[src/rtl/tw_timer8_regs.svh]
// Purpose: Register offsets, field positions, reset values and counts of the 8-bit wave timer
// Assumes: One 32-bit APB word per register, byte addresses
// Notes:   Definitions only
`ifndef TW_TIMER8_REGS_SVH
`define TW_TIMER8_REGS_SVH

// Register byte offsets
`define TW_CTRL_OFS       8'h00
`define TW_COUNT_OFS      8'h04
`define TW_COMPARE_OFS    8'h08
`define TW_FLAGS_OFS      8'h0C
`define TW_PORT_OFS       8'h10

// Control register fields
`define TW_CTRL_MODE_LSB  0
`define TW_CTRL_ACT_LSB   4
`define TW_CTRL_FORCE_BIT 7

// Flag register fields
`define TW_FLAG_OVF_BIT   0
`define TW_FLAG_MATCH_BIT 1

// Port register fields
`define TW_PORT_VAL_BIT   0
`define TW_PORT_DIR_BIT   1

// Counter values and reset values
`define TW_CNT_MAX        8'hFF
`define TW_CNT_BOTTOM     8'h00
`define TW_RST_BYTE       8'h00
`define TW_RST_WORD       32'h0000_0000

`endif

[src/rtl/tw_pkg.sv]
// Purpose: Types shared by the 8-bit wave timer and its bench
// Assumes: Constants live in tw_timer8_regs.svh
// Notes:   Enum order gives the field encodings 0..3
package tw_pkg;

  typedef logic [31:0] tw_word_t;
  typedef logic [7:0]  tw_byte_t;

  // Counting sequence chosen by wave_mode_sel
  typedef enum logic [1:0] {
    TW_MODE_NORMAL,
    TW_MODE_PHASE,
    TW_MODE_CTC,
    TW_MODE_FAST
  } tw_mode_t;

  // Pin action chosen by output_action_sel
  typedef enum logic [1:0] {
    TW_ACT_OFF,
    TW_ACT_TOGGLE,
    TW_ACT_CLEAR,
    TW_ACT_SET
  } tw_act_t;

endpackage

[src/rtl/tw_timer8.sv]
// Purpose: 8-bit timer with one compare channel, wave modes and pin override, APB slave
// Assumes: i_timer_tick is a one-cycle enable from a prescaler on i_sys_clk
// Notes:   Phase correct mode is not built; in that mode the counter holds still
//
// Function
// (RL1) Nonzero action routes compare_output to pin
// (RL2) Direction bit alone enables pin driver
// (RL3) Override depends only on action select
// (RL4) Action zero leaves compare_output unchanged
// (RL5) New action applies at next match; force
// (RL6) Only wave mode selects counting sequence
// (RL7) Mode 0 increments and wraps FF to 00
// (RL8) Mode 0 overflow set as count hits zero
// (RL9) Mode 2 clears counter after compare match
// (RL10) Mode 2 compare writes unbuffered, may wrap
// (RL11) Mode 2 match flag raised each period
// (RL12) Mode 2 action 1 toggles on match
// (RL13) Mode 2 overflow set on MAX wrap
// (RL14) Mode 3 counts 0 to MAX, 256 ticks
// (RL15) Mode 3 action 2 normal, 3 inverted
// (RL16) Fast PWM: match clears, bottom sets
// (RL17) Mode 3 overflow set at maximum
// (RL18) Compare zero spikes, MAX gives constant level
// (RL19) Mode 3 action 1 toggles, buffer kept
// (RL20) PWM compare writes buffered until top
// (RL21) Match flag set tick after equality
// (RL22) Count write blocks next tick match
// (RL23) Everything resets to zero, mode 0
//
// Design decisions made here: the register offsets and the APB slave port.
`timescale 1ns/1ns
`include "tw_timer8_regs.svh"

module tw_timer8 #(
  parameter int ADDR_W = 8
) (
  // Clock and reset
  input  wire logic              i_sys_clk,
  input  wire logic              i_sys_rst,
  // Timer tick enable
  input  wire logic              i_timer_tick,
  // Flag clear by interrupt service (bit 0 overflow, bit 1 match)
  input  wire logic [1:0]        i_flag_ack,
  // APB slave
  input  wire logic              i_psel,
  input  wire logic              i_penable,
  input  wire logic              i_pwrite,
  input  wire logic [ADDR_W-1:0] i_paddr,
  input  wire tw_pkg::tw_word_t  i_pwdata,
  output logic                   o_pready,
  output tw_pkg::tw_word_t       o_prdata,
  output logic                   o_pslverr,
  // Pin stage
  output logic                   o_pin_out,
  output logic                   o_pin_oe,
  // Status
  output logic                   o_overflow_flag,
  output logic                   o_match_flag
);
  import tw_pkg::*;

  // State
  tw_mode_t    mode_q;
  tw_act_t     act_q;
  tw_byte_t    count_q;
  tw_byte_t    cmp_buf_q;
  tw_byte_t    cmp_act_q;
  logic        ovf_q;
  logic        match_q;
  logic        oc_q;
  logic        block_q;
  logic        port_val_q;
  logic        dir_q;
  logic        pready_q;
  tw_word_t    prdata_q;
  logic        pslverr_q;
  logic        pin_out_q;
  logic        pin_oe_q;

  // Bus decode
  wire         setup_ph   = i_psel & ~i_penable;
  wire         access_ph  = i_psel & i_penable & pready_q;
  wire         bus_wr     = access_ph & i_pwrite;
  wire         hit_ctrl   = (i_paddr == ADDR_W'(`TW_CTRL_OFS));
  wire         hit_count  = (i_paddr == ADDR_W'(`TW_COUNT_OFS));
  wire         hit_cmp    = (i_paddr == ADDR_W'(`TW_COMPARE_OFS));
  wire         hit_flags  = (i_paddr == ADDR_W'(`TW_FLAGS_OFS));
  wire         hit_port   = (i_paddr == ADDR_W'(`TW_PORT_OFS));
  wire         mapped     = hit_ctrl | hit_count | hit_cmp | hit_flags | hit_port;
  wire         ctrl_wr    = bus_wr & hit_ctrl;
  wire         cnt_wr     = bus_wr & hit_count;
  wire         cmp_wr     = bus_wr & hit_cmp;
  wire         flags_wr   = bus_wr & hit_flags;
  wire         port_wr    = bus_wr & hit_port;

  // Written control fields
  wire tw_mode_t new_mode = tw_mode_t'(i_pwdata[`TW_CTRL_MODE_LSB +: 2]);
  wire tw_act_t  new_act  = tw_act_t'(i_pwdata[`TW_CTRL_ACT_LSB +: 2]);

  // Counter events
  wire         is_pwm     = (mode_q == TW_MODE_FAST) | (mode_q == TW_MODE_PHASE);
  wire         at_max     = (count_q == `TW_CNT_MAX);
  wire         cmp_eq     = (count_q == cmp_act_q);
  wire         running    = i_timer_tick & (mode_q != TW_MODE_PHASE);
  wire         match_ev   = running & cmp_eq & ~block_q;              // see RL22
  wire         wrap_ev    = running & at_max & ~cnt_wr;
  wire         ctc_clr    = (mode_q == TW_MODE_CTC) & match_ev;       // see RL9
  wire         force_ev   = ctrl_wr & i_pwdata[`TW_CTRL_FORCE_BIT] & ~new_mode[0];

  // Next count: bus write first, then clear, then increment
  tw_byte_t    count_d;
  always_comb begin
    count_d = count_q;
    if (cnt_wr) begin                                                 // see RL22
      count_d = i_pwdata[7:0];
    end else if (ctc_clr) begin                                       // see RL9
      count_d = `TW_CNT_BOTTOM;
    end else if (running) begin                                       // see RL6, RL7, RL14
      count_d = count_q + 8'h01;
    end
  end

  // Non-PWM pin action, shared by the force strobe and a real match
  function automatic logic act_apply(input tw_act_t act, input logic oc);
    case (act)
      TW_ACT_TOGGLE: act_apply = ~oc;                                 // see RL12
      TW_ACT_CLEAR:  act_apply = 1'b0;
      TW_ACT_SET:    act_apply = 1'b1;
      default:       act_apply = oc;                                  // see RL4
    endcase
  endfunction

  // Wave generator next state
  logic        oc_d;
  always_comb begin
    oc_d = oc_q;
    if (force_ev) begin                                               // see RL5
      oc_d = act_apply(new_act, oc_q);
    end else if (mode_q == TW_MODE_FAST) begin
      case (act_q)
        TW_ACT_TOGGLE: oc_d = match_ev ? ~oc_q : oc_q;                // see RL19
        TW_ACT_CLEAR: begin                                           // see RL15, RL16
          if (wrap_ev) begin
            oc_d = 1'b1;                                              // see RL18
          end else if (match_ev) begin
            oc_d = 1'b0;
          end
        end
        TW_ACT_SET: begin                                             // see RL15, RL16
          if (wrap_ev) begin
            oc_d = 1'b0;                                              // see RL18
          end else if (match_ev) begin
            oc_d = 1'b1;
          end
        end
        default:       oc_d = oc_q;                                   // see RL4
      endcase
    end else if (match_ev) begin                                      // see RL5
      oc_d = act_apply(act_q, oc_q);
    end
  end

  // Register read mux
  tw_word_t    rdata_d;
  always_comb begin
    rdata_d = `TW_RST_WORD;
    if (hit_ctrl) begin
      rdata_d[`TW_CTRL_MODE_LSB +: 2] = mode_q;
      rdata_d[`TW_CTRL_ACT_LSB +: 2]  = act_q;
    end else if (hit_count) begin
      rdata_d[7:0] = count_q;
    end else if (hit_cmp) begin
      rdata_d[7:0] = cmp_buf_q;
    end else if (hit_flags) begin
      rdata_d[`TW_FLAG_OVF_BIT]   = ovf_q;
      rdata_d[`TW_FLAG_MATCH_BIT] = match_q;
    end else if (hit_port) begin
      rdata_d[`TW_PORT_VAL_BIT] = port_val_q;
      rdata_d[`TW_PORT_DIR_BIT] = dir_q;
    end
  end

  // Flags: hardware set wins over a software or service clear
  wire ovf_clr   = (flags_wr & i_pwdata[`TW_FLAG_OVF_BIT]) | i_flag_ack[0];
  wire match_clr = (flags_wr & i_pwdata[`TW_FLAG_MATCH_BIT]) | i_flag_ack[1];
  wire ovf_d     = wrap_ev | (ovf_q & ~ovf_clr);                      // see RL8, RL13, RL17
  wire match_d   = match_ev | (match_q & ~match_clr);                 // see RL11, RL21

  // Compare registers: direct in non-PWM, double buffered in PWM
  wire tw_byte_t cmp_act_d = (cmp_wr & ~is_pwm) ? i_pwdata[7:0] :     // see RL10
                             (is_pwm & wrap_ev) ? cmp_buf_q :         // see RL20
                             cmp_act_q;

  // Pin stage
  wire         override = (act_q != TW_ACT_OFF);                      // see RL1, RL3
  wire         pin_d    = override ? oc_q : port_val_q;

  // Control and bus registers
  always_ff @(posedge i_sys_clk or posedge i_sys_rst) begin
    if (i_sys_rst) begin                                              // see RL23
      mode_q     <= TW_MODE_NORMAL;
      act_q      <= TW_ACT_OFF;
      port_val_q <= 1'b0;
      dir_q      <= 1'b0;
      cmp_buf_q  <= `TW_RST_BYTE;
      pready_q   <= 1'b0;
      prdata_q   <= `TW_RST_WORD;
      pslverr_q  <= 1'b0;
    end else begin
      if (ctrl_wr) begin
        mode_q <= new_mode;
        act_q  <= new_act;
      end
      if (port_wr) begin
        port_val_q <= i_pwdata[`TW_PORT_VAL_BIT];
        dir_q      <= i_pwdata[`TW_PORT_DIR_BIT];
      end
      if (cmp_wr) begin
        cmp_buf_q <= i_pwdata[7:0];
      end
      // Answer is set up during the setup cycle so pready leaves a flop
      pready_q  <= setup_ph;
      prdata_q  <= (setup_ph & ~i_pwrite) ? rdata_d : `TW_RST_WORD;
      pslverr_q <= setup_ph & ~mapped;
    end
  end

  // Counter, wave and flag registers
  always_ff @(posedge i_sys_clk or posedge i_sys_rst) begin
    if (i_sys_rst) begin                                              // see RL23
      count_q   <= `TW_RST_BYTE;
      cmp_act_q <= `TW_RST_BYTE;
      ovf_q     <= 1'b0;
      match_q   <= 1'b0;
      oc_q      <= 1'b0;
      block_q   <= 1'b0;
      pin_out_q <= 1'b0;
      pin_oe_q  <= 1'b0;
    end else begin
      count_q   <= count_d;
      cmp_act_q <= cmp_act_d;
      ovf_q     <= ovf_d;
      match_q   <= match_d;
      oc_q      <= oc_d;
      // Block lasts until the next tick, even with the timer stopped
      block_q   <= cnt_wr | (block_q & ~i_timer_tick);                // see RL22
      pin_out_q <= pin_d;
      pin_oe_q  <= dir_q;                                             // see RL2
    end
  end

  assign o_pready        = pready_q;
  assign o_prdata        = prdata_q;
  assign o_pslverr       = pslverr_q;
  assign o_pin_out       = pin_out_q;
  assign o_pin_oe        = pin_oe_q;
  assign o_overflow_flag = ovf_q;
  assign o_match_flag    = match_q;

  // Checks

  property p_ovf_at_wrap;
    @(posedge i_sys_clk) disable iff (i_sys_rst)
    (running && at_max && !cnt_wr) |=> (ovf_q && count_q == `TW_CNT_BOTTOM);
  endproperty
  a_ovf_at_wrap: assert property (p_ovf_at_wrap) else $error("overflow flag missed at wrap"); // see RL8

  property p_normal_inc;
    @(posedge i_sys_clk) disable iff (i_sys_rst)
    (mode_q == TW_MODE_NORMAL && i_timer_tick && !cnt_wr) |=> (count_q == $past(count_q) + 8'h01);
  endproperty
  a_normal_inc: assert property (p_normal_inc) else $error("normal mode did not increment"); // see RL7

  property p_ctc_clear;
    @(posedge i_sys_clk) disable iff (i_sys_rst)
    (ctc_clr && !cnt_wr) |=> (count_q == `TW_CNT_BOTTOM && match_q);
  endproperty
  a_ctc_clear: assert property (p_ctc_clear) else $error("clear on match failed"); // see RL9

  property p_write_blocks;
    @(posedge i_sys_clk) disable iff (i_sys_rst)
    cnt_wr |=> (!match_ev && block_q);
  endproperty
  a_write_blocks: assert property (p_write_blocks) else $error("match not blocked after count write"); // see RL22

  property p_match_flag;
    @(posedge i_sys_clk) disable iff (i_sys_rst)
    match_ev |=> match_q;
  endproperty
  a_match_flag: assert property (p_match_flag) else $error("match flag not set"); // see RL21

  property p_off_holds;
    @(posedge i_sys_clk) disable iff (i_sys_rst)
    (act_q == TW_ACT_OFF && !force_ev) |=> $stable(oc_q);
  endproperty
  a_off_holds: assert property (p_off_holds) else $error("compare output moved with action off"); // see RL4

  property p_pin_route;
    @(posedge i_sys_clk) disable iff (i_sys_rst)
    (act_q != TW_ACT_OFF) |=> (o_pin_out == $past(oc_q));
  endproperty
  a_pin_route: assert property (p_pin_route) else $error("pin not driven from compare output"); // see RL1

  property p_pin_dir;
    @(posedge i_sys_clk) disable iff (i_sys_rst)
    1'b1 |=> (o_pin_oe == $past(dir_q));
  endproperty
  a_pin_dir: assert property (p_pin_dir) else $error("pin enable not from direction bit"); // see RL2

  property p_fast_bottom_set;
    @(posedge i_sys_clk) disable iff (i_sys_rst)
    (mode_q == TW_MODE_FAST && act_q == TW_ACT_CLEAR && wrap_ev && !ctrl_wr) |=> oc_q;
  endproperty
  a_fast_bottom_set: assert property (p_fast_bottom_set) else $error("fast PWM not set at bottom"); // see RL16

  property p_pwm_buffer;
    @(posedge i_sys_clk) disable iff (i_sys_rst)
    (mode_q == TW_MODE_FAST && !wrap_ev) |=> $stable(cmp_act_q);
  endproperty
  a_pwm_buffer: assert property (p_pwm_buffer) else $error("PWM compare changed off top"); // see RL20

  property p_ctc_toggle;
    @(posedge i_sys_clk) disable iff (i_sys_rst)
    (mode_q == TW_MODE_CTC && act_q == TW_ACT_TOGGLE && match_ev && !ctrl_wr) |=> (oc_q != $past(oc_q));
  endproperty
  a_ctc_toggle: assert property (p_ctc_toggle) else $error("toggle on match failed"); // see RL12

  property p_force_apply;
    @(posedge i_sys_clk) disable iff (i_sys_rst)
    (force_ev && new_act == TW_ACT_CLEAR) |=> !oc_q;
  endproperty
  a_force_apply: assert property (p_force_apply) else $error("force strobe did not clear compare output"); // see RL5

  property p_fast_inv_bottom;
    @(posedge i_sys_clk) disable iff (i_sys_rst)
    (mode_q == TW_MODE_FAST && act_q == TW_ACT_SET && wrap_ev && !ctrl_wr) |=> !oc_q;
  endproperty
  a_fast_inv_bottom: assert property (p_fast_inv_bottom) else $error("inverted PWM not cleared at bottom"); // see RL16

  property p_fast_match_clear;
    @(posedge i_sys_clk) disable iff (i_sys_rst)
    (mode_q == TW_MODE_FAST && act_q == TW_ACT_CLEAR && match_ev && !wrap_ev && !ctrl_wr) |=> !oc_q;
  endproperty
  a_fast_match_clear: assert property (p_fast_match_clear) else $error("fast PWM not cleared on match"); // see RL16

  property p_pwm_copy;
    @(posedge i_sys_clk) disable iff (i_sys_rst)
    (mode_q == TW_MODE_FAST && wrap_ev) |=> (cmp_act_q == $past(cmp_buf_q));
  endproperty
  a_pwm_copy: assert property (p_pwm_copy) else $error("PWM compare buffer not copied at wrap"); // see RL20

  property p_direct_cmp;
    @(posedge i_sys_clk) disable iff (i_sys_rst)
    (cmp_wr && !is_pwm) |=> (cmp_act_q == cmp_buf_q);
  endproperty
  a_direct_cmp: assert property (p_direct_cmp) else $error("non-PWM compare write not direct"); // see RL10

  property p_fast_wrap;
    @(posedge i_sys_clk) disable iff (i_sys_rst)
    (mode_q == TW_MODE_FAST && running && at_max && !cnt_wr) |=> (count_q == `TW_CNT_BOTTOM);
  endproperty
  a_fast_wrap: assert property (p_fast_wrap) else $error("fast PWM counter did not restart"); // see RL14

  property p_ovf_sticky;
    @(posedge i_sys_clk) disable iff (i_sys_rst)
    (ovf_q && !ovf_clr) |=> ovf_q;
  endproperty
  a_ovf_sticky: assert property (p_ovf_sticky) else $error("overflow flag cleared by counting"); // see RL8

  property p_match_clear;
    @(posedge i_sys_clk) disable iff (i_sys_rst)
    (match_clr && !match_ev) |=> !match_q;
  endproperty
  a_match_clear: assert property (p_match_clear) else $error("match flag not cleared"); // see RL21

  property p_pin_port;
    @(posedge i_sys_clk) disable iff (i_sys_rst)
    (act_q == TW_ACT_OFF) |=> (o_pin_out == $past(port_val_q));
  endproperty
  a_pin_port: assert property (p_pin_port) else $error("pin not driven from port value"); // see RL1

endmodule // tw_timer8

[config.mk]
export PLATFORM = sky130hd
export DESIGN_NAME = tw_timer8
export DESIGN_NICKNAME = d
export VERILOG_FILES = /design/src/rtl/tw_pkg.sv /design/src/rtl/tw_timer8.sv
export VERILOG_INCLUDE_DIRS = /design/src /design/src/rtl
export SDC_FILE = /design/constraint.sdc
export NUM_CORES = 1
export LEC_CHECK = 0
export ABC_CLOCK_PERIOD_IN_PS = 2100
export BUFFER_PORTS_ARGS = -buffer_cell sky130_fd_sc_hd__buf_2
export CAP_MARGIN = 10
export CORE_MARGIN = 5
export CORE_UTILIZATION = 40
export DETAILED_ROUTE_END_ITERATION = 8
export PLACE_DENSITY = 0.65
export SKIP_CTS_REPAIR_TIMING = 1
export SKIP_LAST_GASP = 1
export SLEW_MARGIN = 20
export SYNTH_ARGS = -nofsm -noshare
export SYNTH_HDL_FRONTEND = slang
export SYNTH_SLANG_ARGS = --single-unit
[constraint.sdc]
create_clock -name i_sys_clk -period 2.1 [get_ports i_sys_clk]
set_input_delay 0.105 -clock i_sys_clk [delete_from_list [all_inputs] [get_ports i_sys_clk]]
set_output_delay 0.105 -clock i_sys_clk [all_outputs]
set_load 0.1 [all_outputs]
==> run metrics <==
Tmin final 2.002 ns; die area 8395 um2; CP max-delay cell or4_1; CP bufs+invs 1; DRC violations left 0; Seq/Total Area, Yosys a little over two fifths; synth unique cells 49; initial antenna violation count 0; WP data required 2.27 ns; clock sink count 46; FP Rows 29; Detailed Place HPWL 5030 um; CP Launch Type flip-flop; failing checks hold timing; max_cap viols 0; CTS root buf clkbuf_8; Critical Path Max Stage Delay 0.63 ns; reg-to-reg setup timing slack 0.1 ns; Post-Layout Cell Count 403; reg-to-reg startpoint count_q[3]; Power Total 2227 uW; Max IR drop VDD roughly 0.25 mV; GRT overflow 0; Cell Area, Synth 2665 um2; layout net count approximately 380; drt pass-1 iters 4; Vias/cell 5.295; Post-synth EDFFs 0; critical path type flip-flop to flip-flop; Die W 91.63 um; fmax 0.4995 GHz; Yosys Warn Count 0; final hold vios 46; routability cong. 0.8746; CP endpoint kind flip-flop; synthesized area per cell 9.726 um2; Die Y 91.63 um; Hold Crit Class input port to async pin; Total GRT Usage 16.21%; IO buf count 37; outcome finished with violations; clock buffer depth 2; htree depth 2; first-pass GRT wire length 10850 um; Initial Utilization 41.50%; capture point of the worst reg-to-reg path count_q[2]; leakage power about 0.0015 uW; Worst EP arrival around 2.2 ns; number of global-route vias before repair between 2k and 2.5k; Worst-Skew Late Latency ~0.30 ns; fin util 47.34%; Routed WL per cell 16.18 um; FF+latch count, synth 46; Top FF cell, synth dfrtp_1; synth top area cells dfrtp_1 (43%), buf_4 (6.8%), mux2_2 (5.1%); top-area cell type share of the netlist area 43.19%; Core Area 6422 um2; Least-Margin Pin Slew 0.6917 ns; largest net degree at the start of global routing 47; Worst Path Max Fanout 4; Final Setup Violations 0; reg2reg path depth 6; Hold WS -0.05002 ns; commonest non-fill, non-tap cell in the layout dfrtp_1; dominant cell type by area after synthesis dfrtp_1; antenna cells 0; cell area power density 732.4 nW/um2; skew final 0.007624 ns; CTS tree done; RSZ-0062 raised after global routing false; most frequent cells in the layout dfrtp_1 (45), buf_2 (37), nand2_1 (31); share of cells above drive strength 1 between 20% and 30%; Cells after Synth around 270; Final period util 95.34%; slew margin rel. approximately 53%; ys async rst share 100.0%; worst-path cell chain xnor2_1, nand4_1, or4_1, o21ai_1, buf_4, o21ai_0; Final ANT Viol Nets 0; placed insts 396; Clk pin slew, worst setup/hold paths 0.08 ns; I/O pins 86; setup TNS 0 ns; final WL 6520 um; synthesis-to-layout area growth 14.08%; CTS Buf Count 5; vias 2134; initial drt markers 105; CP top delay family simple AND/OR/NAND/NOR gates; Max Transition Viols Final 0
cell usage after synthesis, types with 5 or more instances:
cell and instances:
ha_1 5, clkbuf_1 7, inv_1 9, dfrtp_1 46
buf_4 24, a21oi_1 8, xor2_1 6, a22oi_1 5
nand3_1 6, nand4_1 6, mux2i_1 9, mux2_2 12
nand2_1 31, xnor2_1 9, nor2_1 18, o21ai_0 23
nor2b_1 5
flip-flops by register name (all words and copies together) (netlist names):
register / cells
o_pready: 1
cmp_act_q: 8
o_overflow_flag: 1
mode_q: 2
dir_q: 1
o_pslverr: 1
oc_q: 1
cmp_buf_q: 8
port_val_q: 1
block_q: 1
o_pin_out: 1
o_match_flag: 1
o_pin_oe: 1
o_prdata: 8
count_q: 8
act_q: 2
through the flow:
step / instance area, um2 / setup slack (ns) / hold slack (ns)
5_1_grt: 3040 / 0.01583 / 0.01297
3_3_place_gp: 2954 / 0.1710 / 0.2850
6_report: 3040 / 0.09794 / -0.05002
3_5_place_dp: 2954 / 0.1393 / 0.2901
4_1_cts: 3040 / 0.1291 / -0.03360
2_1_floorplan: 2758 / 0.0003171 / 0.2123
power by group:
| group | switching, uW | internal (uW) |
|---|---|---|
| sequential | 112 | 958 |
| combinational | 425 | 190 |
| clock | 281 | 261 |
| total | 818 | 1410 |
tightest hold or removal path: stages:
cell and delay, ns:
buf_2 0.10, inv_2 0.03, buf_4 0.47
worst max path at each step:
stage,end,cells past startpoint,from,slack (ns)
2_1_floorplan,oc_q,7,o_pready,0.0003
3_3_place_gp,count_q[2],6,count_q[3],0.17
3_5_place_dp,oc_q,6,count_q[0],0.14
4_1_cts,oc_q,6,count_q[0],0.13
5_1_grt,count_q[3],6,count_q[3],0.02
6_report,count_q[2],6,count_q[3],0.1
kinds of logic (layout without fill, tap and decap cells):
logic type                 Yosys count  in the layout  share of synthesized area [%]
adders and majority gates            5              5                          2.347
and+or+nand+nor                     87             87                          17.42
other                                1             24                         0.1407
AOI/OAI and AO/OA                   55             55                          13.15
xor gates and xnor gates            15             15                          4.930
DFF                                 46             46                          43.19
buffers and inverters               43             72                          9.812
muxes                               22             22                          9.014
metal layers:
layer,vias to the layer above,share of wire (%),GRT usage [%]
met5,-,0,0
met4,0,0.77,4.020
met3,6,5.7,2.946
met2,78,50,27.94
met1,1036,44,21.08
li1,1014,-,-
layout make-up:
cell class              count  area, um2
flip-flops and latches     46       1155
fillers                   623       3382
clock buffers               7      86.33
well taps                  77      96.34
multi-input cells         208       1341
repair buffers             56      327.8
inverters                   9      33.78
(Power assumes the default switching activity.)
